## config.mk

```make
export PLATFORM = sky130hd
export DESIGN_NAME = cid_fsk_sequencer
export DESIGN_NICKNAME = d
export VERILOG_FILES = /design/src/cid_fsk_sequencer.v
export VERILOG_INCLUDE_DIRS = /design/src
export SDC_FILE = /design/constraint.sdc
export NUM_CORES = 1
export LEC_CHECK = 0
export ABC_AREA = 1
export BUFFER_PORTS_ARGS = -buffer_cell sky130_fd_sc_hd__buf_2
export CORE_ASPECT_RATIO = 1.75
export CORE_UTILIZATION = 32
export DETAILED_ROUTE_END_ITERATION = 16
export SKIP_CTS_REPAIR_TIMING = 1
export SYNTH_ARGS = -nofsm -noshare
export SYNTH_HDL_FRONTEND = slang
export SYNTH_SLANG_ARGS = --single-unit
```

## constraint.sdc

```tcl
create_clock -name clk -period 2 [get_ports clk]
set_input_delay 0.1 -clock clk [delete_from_list [all_inputs] [get_ports clk]]
set_output_delay 0.1 -clock clk [all_outputs]
set_load 0.01 [all_outputs]
```

## src/cid_fsk_defines.vh

```
// Constants for the caller ID FSK sequencer
`ifndef CID_FSK_DEFINES_VH
`define CID_FSK_DEFINES_VH

// Command byte layout
`define CID_CMD_WRITE_BIT 7
`define CID_CMD_ADDR_MSB 6

// Register addresses (7-bit part of the command byte)
`define CID_ADDR_FLAG 7'h32
`define CID_ADDR_DATA 7'h33
`define CID_ADDR_SEIZE 7'h34
`define CID_ADDR_MARK 7'h35
`define CID_ADDR_CTRL 7'h36

// Control register field positions
`define CID_CTRL_TS 0
`define CID_CTRL_MAS 1
`define CID_CTRL_BS 2
`define CID_CTRL_EN 3
`define CID_CTRL_CS_LSB 4
`define CID_CTRL_CS_MSB 5

// Reset values
`define CID_RST_LEN 8'h00
`define CID_RST_CS 2'h0
`define CID_RST_BIT 1'h0

// Data byte limit and message memory
`define CID_MAX_BYTES 7'h40
`define CID_RAM_DEPTH 64
`define CID_BITS_PER_BYTE 4'h8

// Bit timing: 25 MHz system clock over 1200 baud
`define CID_BIT_CYCLES 15'h5161

`endif

```

## src/cid_fsk_sequencer.v

```verilog
// Caller ID FSK bit sequencer with command-byte register access
//
// Operation
// Flag run of ones between message bytes
// Send programmed number of message bytes
// Data counts above 64 send 64
// Seizure sends twice-value alternating zero-one bits
// Initial mark sends programmed run of ones
// Two-bit field picks one of four channels
// Control register read 36H, write B6H
// Command bit 7 selects read or write
// Seizure, mark, data; self-clear start; trailing mark
`timescale 1ns/1ps
`default_nettype none
`include "cid_fsk_defines.vh"

module cid_fsk_sequencer #(
    parameter [14:0] BIT_CYCLES = `CID_BIT_CYCLES
) (
    input wire clk,
    input wire rstn,
    input wire cmdStrobe,
    input wire [7:0] cmdByte,
    input wire [7:0] cmdWrData,
    input wire ramWrEn,
    input wire [5:0] ramAddr,
    input wire [7:0] ramWrData,
    output wire [7:0] rdData,
    output wire rdValid,
    output wire fskBit,
    output wire fskActive,
    output wire [3:0] fskLine,
    output wire fskStandard
);

    ////////////////////////////////////////////////////////////////////////
    // Phase codes
    localparam [2:0] PH_IDLE = 3'h0;
    localparam [2:0] PH_SEIZE = 3'h1;
    localparam [2:0] PH_MARK = 3'h2;
    localparam [2:0] PH_DATA = 3'h3;
    localparam [2:0] PH_FLAG = 3'h4;
    localparam [2:0] PH_TRAIL = 3'h5;
    localparam [2:0] PH_END = 3'h6;

    // Register file
    reg [7:0] flagLen_r; // Flag bit count
    reg [7:0] dataLen_r; // Message byte count
    reg [7:0] seizeLen_r; // Seizure half count
    reg [7:0] markLen_r; // Mark bit count
    reg [1:0] chanSel_r; // Channel select
    reg genEnable_r; // Generator enable
    reg stdSel_r; // Modulation standard
    reg trailMark_r; // Trailing mark enable
    reg txStart_r; // Transmit start

    // Message memory
    reg [7:0] msgRam [0:`CID_RAM_DEPTH-1];

    // Sequencer state
    reg [2:0] phase_r;
    reg [8:0] bitCnt_r; // Bits left in phase
    reg [6:0] byteIdx_r; // Current message byte
    reg [2:0] bitIdx_r; // Bit within byte
    reg [14:0] divCnt_r; // Bit-time divider
    reg fskBit_r;
    reg fskActive_r;
    reg [3:0] fskLine_r;
    reg [7:0] rdData_r;
    reg rdValid_r;

    // Command decode
    wire cmdWrite = cmdStrobe & cmdByte[`CID_CMD_WRITE_BIT];
    wire cmdRead = cmdStrobe & ~cmdByte[`CID_CMD_WRITE_BIT];
    wire [6:0] cmdAddr = cmdByte[`CID_CMD_ADDR_MSB:0];
    wire bitTick = (divCnt_r == BIT_CYCLES - 15'h1);
    wire [7:0] ctrlValue = {2'h0, chanSel_r, genEnable_r, stdSel_r,
                            trailMark_r, txStart_r};
    // Clamped byte count
    wire [6:0] effLen = (dataLen_r > {1'b0, `CID_MAX_BYTES}) ?
                        `CID_MAX_BYTES : dataLen_r[6:0];
    wire lastByte = (byteIdx_r + 7'h1 == effLen);
    wire startReq = genEnable_r & txStart_r & (phase_r == PH_IDLE);
    // Last bit has stood a full bit time, or nothing was sent
    wire endDone = (phase_r == PH_END) & (bitTick | ~fskActive_r);
    wire [3:0] chanHot = 4'h1 << chanSel_r; // One-hot channel select
    ////////////////////////////////////////////////////////////////////////
    // Phase following a given one, skipping empty phases
    function [2:0] nextPhase;
        input [2:0] cur;
        begin
            if ((cur == PH_IDLE) && (seizeLen_r != `CID_RST_LEN))
                nextPhase = PH_SEIZE;
            else if ((cur != PH_MARK) && (markLen_r != `CID_RST_LEN))
                nextPhase = PH_MARK;
            else if (effLen != 7'h0)
                nextPhase = PH_DATA;
            else
                nextPhase = PH_END;
        end
    endfunction
    // Bit count loaded on entry to a phase
    function [8:0] phaseLen;
        input [2:0] ph;
        begin
            case (ph)
                PH_SEIZE: phaseLen = {seizeLen_r, 1'b0};
                PH_MARK: phaseLen = {1'b0, markLen_r};
                PH_FLAG: phaseLen = {1'b0, flagLen_r};
                default: phaseLen = {5'h0, `CID_BITS_PER_BYTE};
            endcase
        end
    endfunction

    ////////////////////////////////////////////////////////////////////////
    // Message memory write port
    always @(posedge clk) begin
        if (ramWrEn) begin
            msgRam[ramAddr] <= ramWrData;
        end
    end

    ////////////////////////////////////////////////////////////////////////
    // Register writes and read answers
    always @(posedge clk or negedge rstn) begin
        if (!rstn) begin
            flagLen_r <= `CID_RST_LEN;
            dataLen_r <= `CID_RST_LEN;
            seizeLen_r <= `CID_RST_LEN;
            markLen_r <= `CID_RST_LEN;
            chanSel_r <= `CID_RST_CS;
            genEnable_r <= `CID_RST_BIT;
            stdSel_r <= `CID_RST_BIT;
            trailMark_r <= `CID_RST_BIT;
            txStart_r <= `CID_RST_BIT;
            rdData_r <= `CID_RST_LEN;
            rdValid_r <= `CID_RST_BIT;
        end else begin
            rdValid_r <= cmdRead;
            // Hardware clear of start: end of data or disable
            if (endDone || !genEnable_r) begin
                txStart_r <= 1'b0;
            end
            if (cmdWrite) begin
                case (cmdAddr)
                    `CID_ADDR_FLAG: flagLen_r <= cmdWrData;
                    `CID_ADDR_DATA: dataLen_r <= cmdWrData;
                    `CID_ADDR_SEIZE: seizeLen_r <= cmdWrData;
                    `CID_ADDR_MARK: markLen_r <= cmdWrData;
                    `CID_ADDR_CTRL: begin
                        // Host write wins over the hardware clear
                        chanSel_r <= cmdWrData[`CID_CTRL_CS_MSB:
                                               `CID_CTRL_CS_LSB];
                        genEnable_r <= cmdWrData[`CID_CTRL_EN];
                        stdSel_r <= cmdWrData[`CID_CTRL_BS];
                        trailMark_r <= cmdWrData[`CID_CTRL_MAS];
                        txStart_r <= cmdWrData[`CID_CTRL_TS];
                    end
                    default: ; // Unmapped write ignored
                endcase
            end
            if (cmdRead) begin
                case (cmdAddr)
                    `CID_ADDR_FLAG: rdData_r <= flagLen_r;
                    `CID_ADDR_DATA: rdData_r <= dataLen_r;
                    `CID_ADDR_SEIZE: rdData_r <= seizeLen_r;
                    `CID_ADDR_MARK: rdData_r <= markLen_r;
                    `CID_ADDR_CTRL: rdData_r <= ctrlValue;
                    default: rdData_r <= 8'h00; // Unmapped reads zero
                endcase
            end
        end
    end

    ////////////////////////////////////////////////////////////////////////
    // Bit-time divider, restarted when a transmission begins
    always @(posedge clk or negedge rstn) begin
        if (!rstn) begin
            divCnt_r <= 15'h0;
        end else if (startReq || bitTick) begin
            divCnt_r <= 15'h0;
        end else begin
            divCnt_r <= divCnt_r + 15'h1;
        end
    end
    ////////////////////////////////////////////////////////////////////////
    // Phase sequencer: one bit per tick
    always @(posedge clk or negedge rstn) begin
        if (!rstn) begin
            phase_r <= PH_IDLE;
            bitCnt_r <= 9'h0;
            byteIdx_r <= 7'h0;
            bitIdx_r <= 3'h0;
            fskBit_r <= 1'b1;
            fskActive_r <= 1'b0;
        end else if (!genEnable_r) begin
            // Disable aborts and mutes
            phase_r <= PH_IDLE;
            fskActive_r <= 1'b0;
            fskBit_r <= 1'b1;
        end else begin
            case (phase_r)
                PH_IDLE: begin
                    if (startReq) begin
                        phase_r <= nextPhase(PH_IDLE);
                        bitCnt_r <= phaseLen(nextPhase(PH_IDLE));
                        byteIdx_r <= 7'h0;
                        bitIdx_r <= 3'h0;
                    end
                end
                PH_SEIZE, PH_MARK: begin
                    if (bitTick) begin
                        fskActive_r <= 1'b1;
                        // Seizure starts with zero, then alternates
                        fskBit_r <= (phase_r == PH_SEIZE) ?
                                    bitCnt_r[0] : 1'b1;
                        if (bitCnt_r == 9'h1) begin
                            phase_r <= nextPhase(phase_r);
                            bitCnt_r <= phaseLen(nextPhase(phase_r));
                        end else begin
                            bitCnt_r <= bitCnt_r - 9'h1;
                        end
                    end
                end
                PH_DATA: begin
                    if (bitTick) begin
                        fskActive_r <= 1'b1;
                        fskBit_r <= msgRam[byteIdx_r[5:0]][bitIdx_r];
                        bitIdx_r <= bitIdx_r + 3'h1;
                        if (bitIdx_r == 3'h7) begin
                            if (lastByte) begin
                                phase_r <= PH_END;
                            end else if (flagLen_r != `CID_RST_LEN) begin
                                phase_r <= PH_FLAG;
                                bitCnt_r <= phaseLen(PH_FLAG);
                            end else begin
                                byteIdx_r <= byteIdx_r + 7'h1;
                            end
                        end
                    end
                end
                PH_FLAG: begin
                    if (bitTick) begin
                        fskBit_r <= 1'b1;
                        if (bitCnt_r == 9'h1) begin
                            phase_r <= PH_DATA;
                            byteIdx_r <= byteIdx_r + 7'h1;
                        end else begin
                            bitCnt_r <= bitCnt_r - 9'h1;
                        end
                    end
                end
                PH_END: begin
                    // Last bit keeps its full bit time; start clears here
                    if (endDone) begin
                        phase_r <= trailMark_r ? PH_TRAIL : PH_IDLE;
                        fskActive_r <= fskActive_r & trailMark_r;
                        fskBit_r <= 1'b1;
                    end
                end
                PH_TRAIL: begin
                    if (!trailMark_r) begin
                        phase_r <= PH_IDLE;
                        fskActive_r <= 1'b0;
                    end else if (bitTick) begin
                        fskBit_r <= 1'b1;
                    end
                end
                default: phase_r <= PH_IDLE;
            endcase
        end
    end

    ////////////////////////////////////////////////////////////////////////
    // Per-channel line outputs, only the selected one carries data
    genvar ch;
    generate
        for (ch = 0; ch < 4; ch = ch + 1) begin : gLine
            always @(posedge clk or negedge rstn) begin
                if (!rstn) begin
                    fskLine_r[ch] <= 1'b1;
                end else begin
                    fskLine_r[ch] <= (fskActive_r && chanHot[ch]) ?
                                     fskBit_r : 1'b1;
                end
            end
        end
    endgenerate
    // Outputs straight from flops
    assign rdData = rdData_r;
    assign rdValid = rdValid_r;
    assign fskBit = fskBit_r;
    assign fskActive = fskActive_r;
    assign fskLine = fskLine_r;
    assign fskStandard = stdSel_r;
endmodule // cid_fsk_sequencer
`default_nettype wire

```

Word-level counts from Yosys, hierarchy flattened
Memories as Yosys holds them, arrays and structs flattened.
Index checks and enable logic that the tools add are counted.
{ "word_totals": {"reg_bits": 90, "ram_bits": 512, "in_bits": 34, "output_inout_bits": 16, "wordCells": 188, "mem_count": 1} }
{ "classes": {"n_addsub": 4, "order_cmp": 2, "n_eq_ne": 46, "n_shift": 1, "muxes": 73, "bitwise_logic": 9, "reduce_logical": 30} }
{ "mem_list": {"columns": ["memory", "depth", "word_bits", "rd", "rd_clocked_by_memory_dff", "write_ports", "line_no", "text"], "rows": [
  ["msgRam", 64, 8, 1, 0, 1, "cid_fsk_sequencer.v:58", "reg [7:0] msgRam [0:`CID_RAM_DEPTH-1];"]
]} }
{ "ops": {"columns": ["operator", "n"], "rows": [
  ["9-bit 2-to-1 mux", 9],
  ["3-bit 2-to-1 mux", 24],
  ["7-bit 2-to-1 mux", 8],
  ["9-bit case mux with 3 select lines", 2],
  ["8-bit case mux with 5 select lines", 1],
  ["9-bit case mux with 4 select lines", 1],
  ["7-bit by 6-bit equality test with 1-bit output (second input constant)", 5],
  ["3-bit inequality test (second input constant)", 10],
  ["8-bit nonzero test", 3],
  ["1-bit 2-to-1 mux", 21],
  ["7-bit case mux with 3 select lines", 1],
  ["2-bit inequality test (second input constant)", 10],
  ["10-bit AND reduction", 2],
  ["3-bit equality test (second input constant)", 6],
  ["3-bit case mux with 6 select lines", 1],
  ["15-bit by 1-bit adder with 15-bit output (second input constant)", 1],
  ["15-bit equality test (second input constant)", 1],
  ["15-bit 2-to-1 mux", 1],
  ["3-bit by 2-bit equality test with 1-bit output (second input constant)", 4],
  ["2-bit AND reduction", 5],
  ["3-bit by 1-bit equality test with 1-bit output (second input constant)", 3],
  ["9-bit by 1-bit equality test with 1-bit output (second input constant)", 1],
  ["9-bit AND reduction", 1],
  ["9-bit by 1-bit subtractor with 9-bit output (second input constant)", 1],
  ["other kinds (29)", 43]
]} }

Longest topological paths before layout
{ "logic_depth": {"word_depth": 15, "ltp_mapped": 19, "ltp_nobuf": 17} }

Worst setup path before layout
OpenSTA, ideal clock, no wires.
{ "synth_path": {"path_kind": "flip-flop to flip-flop", "start": "register bitCnt_r[1]", "end": "register phase_r[1]", "setup_ns": 0.119, "arrival_time_ns": 1.848, "t_required_ns": 1.881, "setup_slack_ns": 0.033, "stages_incl_launch_ff": 14, "path_buffers": 1, "period_less_slack_ns": 1.967, "cell_sequence": "dfrtp_1 inv_1 ha_1 inv_1 nor4_4 buf_6 inv_1 nand2_1 nand4_1 a21o_1 nand2_2 nand3_1 nand2_1 nand2_1"} }
{ "synth_via": {"elab_chain_len": 3, "word_cells_on_any_way": 4, "classes_between": "eq/ne: 3; reduce/logical: 1"} }
{ "synth_lines": {"columns": ["element", "line_no", "text"], "rows": [
  ["start, declared", "cid_fsk_sequencer.v:62", "reg [8:0] bitCnt_r;"],
  ["start signal, assigned", "cid_fsk_sequencer.v:206", "bitCnt_r <= phaseLen(nextPhase(PH_IDLE));"],
  ["start signal, assigned", "cid_fsk_sequencer.v:219", "bitCnt_r <= phaseLen(nextPhase(phase_r));"],
  ["start signal, assigned", "cid_fsk_sequencer.v:221", "bitCnt_r <= bitCnt_r - 9'h1;"],
  ["9-bit by 1-bit equality test with 1-bit output (*)", "cid_fsk_sequencer.v:217, cid_fsk_sequencer.v:245", null],
  ["3-bit inequality test (no source line)", null, null],
  ["10-bit AND reduction (no source line) (*)", null, null],
  ["end signal, assigned", "cid_fsk_sequencer.v:205", "phase_r <= nextPhase(PH_IDLE);"],
  ["end signal, assigned", "cid_fsk_sequencer.v:218", "phase_r <= nextPhase(phase_r);"],
  ["end signal, assigned", "cid_fsk_sequencer.v:256", "phase_r <= trailMark_r ? PH_TRAIL : PH_IDLE;"],
  ["end, declared", "cid_fsk_sequencer.v:61", "reg [2:0] phase_r;"]
]} }
Every way passes the cells marked *; elsewhere a longest branch is shown, timed or not.
A chain may end at the register's enable or synchronous reset.

Final worst setup path
{ "layout_path": {"start": "register byteIdx_r[0]", "end": "register fskBit_r (netlist: fskBit)"} }
{ "layout_via": {"elab_chain_len": 6} }
{ "layout_lines": {"columns": ["element", "line_no", "text"], "rows": [
  ["start, declared", "cid_fsk_sequencer.v:63", "reg [6:0] byteIdx_r;"],
  ["start signal, assigned", "cid_fsk_sequencer.v:237", "byteIdx_r <= byteIdx_r + 7'h1;"],
  ["start signal, assigned", "cid_fsk_sequencer.v:247", "byteIdx_r <= byteIdx_r + 7'h1;"],
  ["memory read 64 x 8 bit", null, null],
  ["1-bit binary-select mux with 3-bit select", "cid_fsk_sequencer.v:228", "fskBit_r <= msgRam[byteIdx_r[5:0]][bitIdx_r];"],
  ["1-bit 2-to-1 mux (implied by the code)", "cid_fsk_sequencer.v:228", null],
  ["1-bit 2-to-1 mux", "cid_fsk_sequencer.v:226", "if (bitTick) begin"],
  ["1-bit case mux with 5 select lines", "cid_fsk_sequencer.v:202", "case (phase_r)"],
  ["1-bit 2-to-1 mux", "cid_fsk_sequencer.v:196", "end else if (!genEnable_r) begin"],
  ["end signal, assigned", "cid_fsk_sequencer.v:215", "fskBit_r <= (phase_r == PH_SEIZE) ?"],
  ["end signal, assigned", "cid_fsk_sequencer.v:228", null],
  ["end, declared", "cid_fsk_sequencer.v:66", "reg fskBit_r;"]
]} }
Every way passes these cells. The select of a mux whose other input is x is not followed.

==> metrics.md <==
| Metric | Value |
|---|---|
| Max Freq | 422 MHz |
| Relative slew slack | 53.8% |
| Worst-path fanout max | 20 |
| Failing checks | negative hold slack, negative setup slack |
| Met2 wire length | 41400 µm |
| Total power | 26.6 mW |
| Maximum vdd drop | 0.000663 V |
| Total congestion overflow | 0 |
| RSZ-0062 raised after global routing | true |
| Worst EP arrival | 2.96 ns |
| CTS sink cnt | 602 |
| Synth top area cells | edfxtp_1, nand2_1, dfrtp_1 |
| Met1 WL | 25900 µm |
| Routed via count | 19000 |
| Initial DRC count | 1291 |
| FF+latch area | 17600 µm² |
| Die W | 218 µm |
| Synth unique cells | 53 |
| EDFF count, synth | 512 |
| Starting Density | 32.2% |
| Syn nets | 2500 |
| Drt first pass iters | 5 |
| Die area | 82600 µm² |
| Placement Setup Slack | -0.371 ns |
| Worst setup path category | reg -> reg |
| #FFs+latches synth | 602 |
| Layout fillers | 7741 |
| Crit path time final | 2.37 ns |
| # IOs | 50 |
| Final worst slack | -0.370 ns |
| First-pass GRT wire length | 110000 µm |
| CP peak stage delay | 0.49 ns |
| Placeable Area | 80800 µm² |
| Leak Pwr | 12.7 nW |
| Placed instance area | 29600 µm² |
| Syn-to-layout area delta | 25.0% |
| Actual slew at the worst max-slew pin | 0.690 ns |
| TritonCTS clock tree | done |
| Number of max-cap violations | 0 |
| Main synth FF type | edfxtp_1 |
| Design area | 32600 µm² |
| Setup-failing EPs final | 24 |
| Clock latency on the worst-skew pair | 0.64 ns |
| Initial antenna violation count | 1 |
| Root buf cell | clkbuf_16 |
| DP HPWL | 50400 µm |
| Num rows | 138 |
| Syn avg cell area | 10.6 µm² |
| Share of layout cells above drive strength 1 | 20.0% |
| Gr usage total | 17.8% |
| Post-Syn Instances | 2459 |
| Final setup TNS | -5.65 ns |
| Multi-input logic area | 7810 µm² |
| WHS | -0.00180 ns |
| Final hold viol count | 4 |
| Commonest cells after routing, fill and taps aside | nand2_1, edfxtp_1, nand3_1 |
| Clk_skew | 0.0496 ns |
| Vias in the first global route | 18800 |
| YS warnings | 0 |
| Mapped cell area | 26100 µm² |
| Antenna Cells | 0 |
| Most common cell after layout, fill and taps aside | nand2_1 |
| Placer Congestion | 0.898 |
| Top cell type's share of synthesized area | 59.0% |
| Max H-tree Level | 2 |
| Worst Hold Class | in -> async |
| Critical path, cell by cell | clkinv_8, buf_12, buf_16, nand2_1, nand3_1, nand3_1, nand3_1, nand3_1, nand3_1, nand3_1, nand3_1, nand3_1, nand2_1, nand2_1, nand3_1, nand2_1, inv_1 |
| Post-DR vias/cell | 4.91 |
| DRC viols | 0 |
| Clock Pin Slew Worst Setup and Hold Paths | 0.07 ns |
| DR top layer | met5 |
| Clock Tree Buf Depth | 3 |
| Met3 WL post-DR | 2860 µm |
| WL/cell | 19.4 µm |
| Largest net degree at the start of global routing | 65 |
| Asr flop ratio synth | 15.0% |
| Synth area leader | edfxtp_1 |
| Final #Nets | 2813 |
| Worst Setup Start Kind | register |
| Nature of the critical path endpoint | register |
| Die H | 379 µm |
| PwrDens | 818 nW/µm² |
| Slew Limit Fails | 0 |
| Num CTS Buffers | 55 |
| Sequential area share after synthesis | 67.7% |
| ANT nets after route | 0 |
| CP max stage cell | dfrtp_4 |
| Port Buf Inserts | 49 |
| CP required | 2.59 ns |
| Crit-path most repeated cell | nand3_1 |
| Outcome | complete, but fails checks |
| WL final | 75000 µm |
| Fin crit share | 118% |
-- report_power, final --
group          total (mW)  internal [mW]  switching, mW
sequential           13.9           13.8         0.0967
clock                11.4           6.36           5.03
combinational        1.36          0.476          0.881
-- layout make-up --
| type | count | area share, % |
|---|---|---|
| repair buffers | 372 | 10.5 |
| clock inverters | 44 | 1.70 |
| inverters | 111 | 1.33 |
| flip-flops and latches | 602 | 54.2 |
| clock buffers | 60 | 4.32 |
| well taps | 1050 | 4.03 |
| multi-input cells | 1630 | 24.0 |
-- cells in the mapped netlist (6+ instances only) --
| master | number |
|---|---|
| a21boi_0 | 7 |
| a21oi_1 | 76 |
| a221oi_1 | 7 |
| a31oi_1 | 11 |
| buf_1 | 9 |
| buf_2 | 59 |
| buf_4 | 23 |
| clkbuf_1 | 23 |
| dfrtp_1 | 85 |
| edfxtp_1 | 512 |
| ha_1 | 7 |
| inv_1 | 102 |
| inv_2 | 8 |
| nand2_1 | 858 |
| nand3_1 | 337 |
| nand4_1 | 17 |
| nor2_1 | 119 |
| nor3_1 | 27 |
| nor3b_1 | 6 |
| nor4_1 | 9 |
| o2111ai_1 | 7 |
| o211ai_1 | 9 |
| o21ai_0 | 68 |
| o22ai_1 | 9 |
| xnor2_1 | 6 |
| xor2_1 | 10 |
-- kinds of logic (layout without fill, tap and decap cells) --
group	Yosys count	after routing	share of synthesized area [%]
AO/OA/AOI/OAI	214	214	4.88
XOR/XNOR	16	16	0.538
adder cells (fa/ha/maj)	7	7	0.336
buffers and inverters	227	587	3.94
flip-flops	602	602	67.7
multiplexers	2	2	0.0864
AND/OR/NAND/NOR	1391	1391	22.5
-- per-layer routing --
| layer | global-route usage (%) | up-vias |
|---|---|---|
| met5 | 0 | - |
| met4 | 11.8 | 2 |
| met3 | 2.05 | 182 |
| met2 | 34.7 | 508 |
| met1 | 17.3 | 9183 |
| li1 | - | 9113 |
-- path summary, 6_finish.rpt --
path	to	from	cells after the start	slack [ns]
max	fskBit	byteIdx_r[0]	17	-0.37
min	markLen_r[3]	rstn	2	-0.002
max reg2reg	fskBit	byteIdx_r[0]	17	-0.37
min reg2reg	markLen_r[2]	markLen_r[2]	2	0.50
max in group asynchronous	fskBit	rstn	3	1.31
min in group clk	rdData[2]	cmdByte[1]	6	0.06
-- worst max-delay path, delay by kind of cell, from the launching register on --
kind / cells / cell delay (ns)
buf+inv: 4 / 0.48
flops: 1 / 0.49
simple gates: 13 / 1.32
-- registers in the layout, indices dropped and copies added, names as in the netlist --
| name | count |
|---|---|
| divCnt_r | 15 |
| phase_r | 3 |
| seizeLen_r | 8 |
| genEnable_r | 1 |
| byteIdx_r | 7 |
| flagLen_r | 8 |
| fskLine | 4 |
| bitCnt_r | 9 |
| rdData | 8 |
| markLen_r | 8 |
| dataLen_r | 8 |
| fskBit | 1 |
| fskActive | 1 |
| trailMark_r | 1 |
| rdValid | 1 |
| msgRam | 512 |
| chanSel_r | 2 |
| fskStandard | 1 |
| bitIdx_r | 3 |
| txStart_r | 1 |
-- through the flow --
| stage | std cells | utilization, % |
|---|---|---|
| 2_1_floorplan | 2459 | - |
| 3_3_place_gp | 3721 | 36.6 |
| 3_5_place_dp | 3721 | 36.6 |
| 4_1_cts | 3825 | 39.0 |
| 5_1_grt | 3869 | 40.3 |
| 6_report | 3869 | 40.3 |
(Power assumes the default switching activity.)
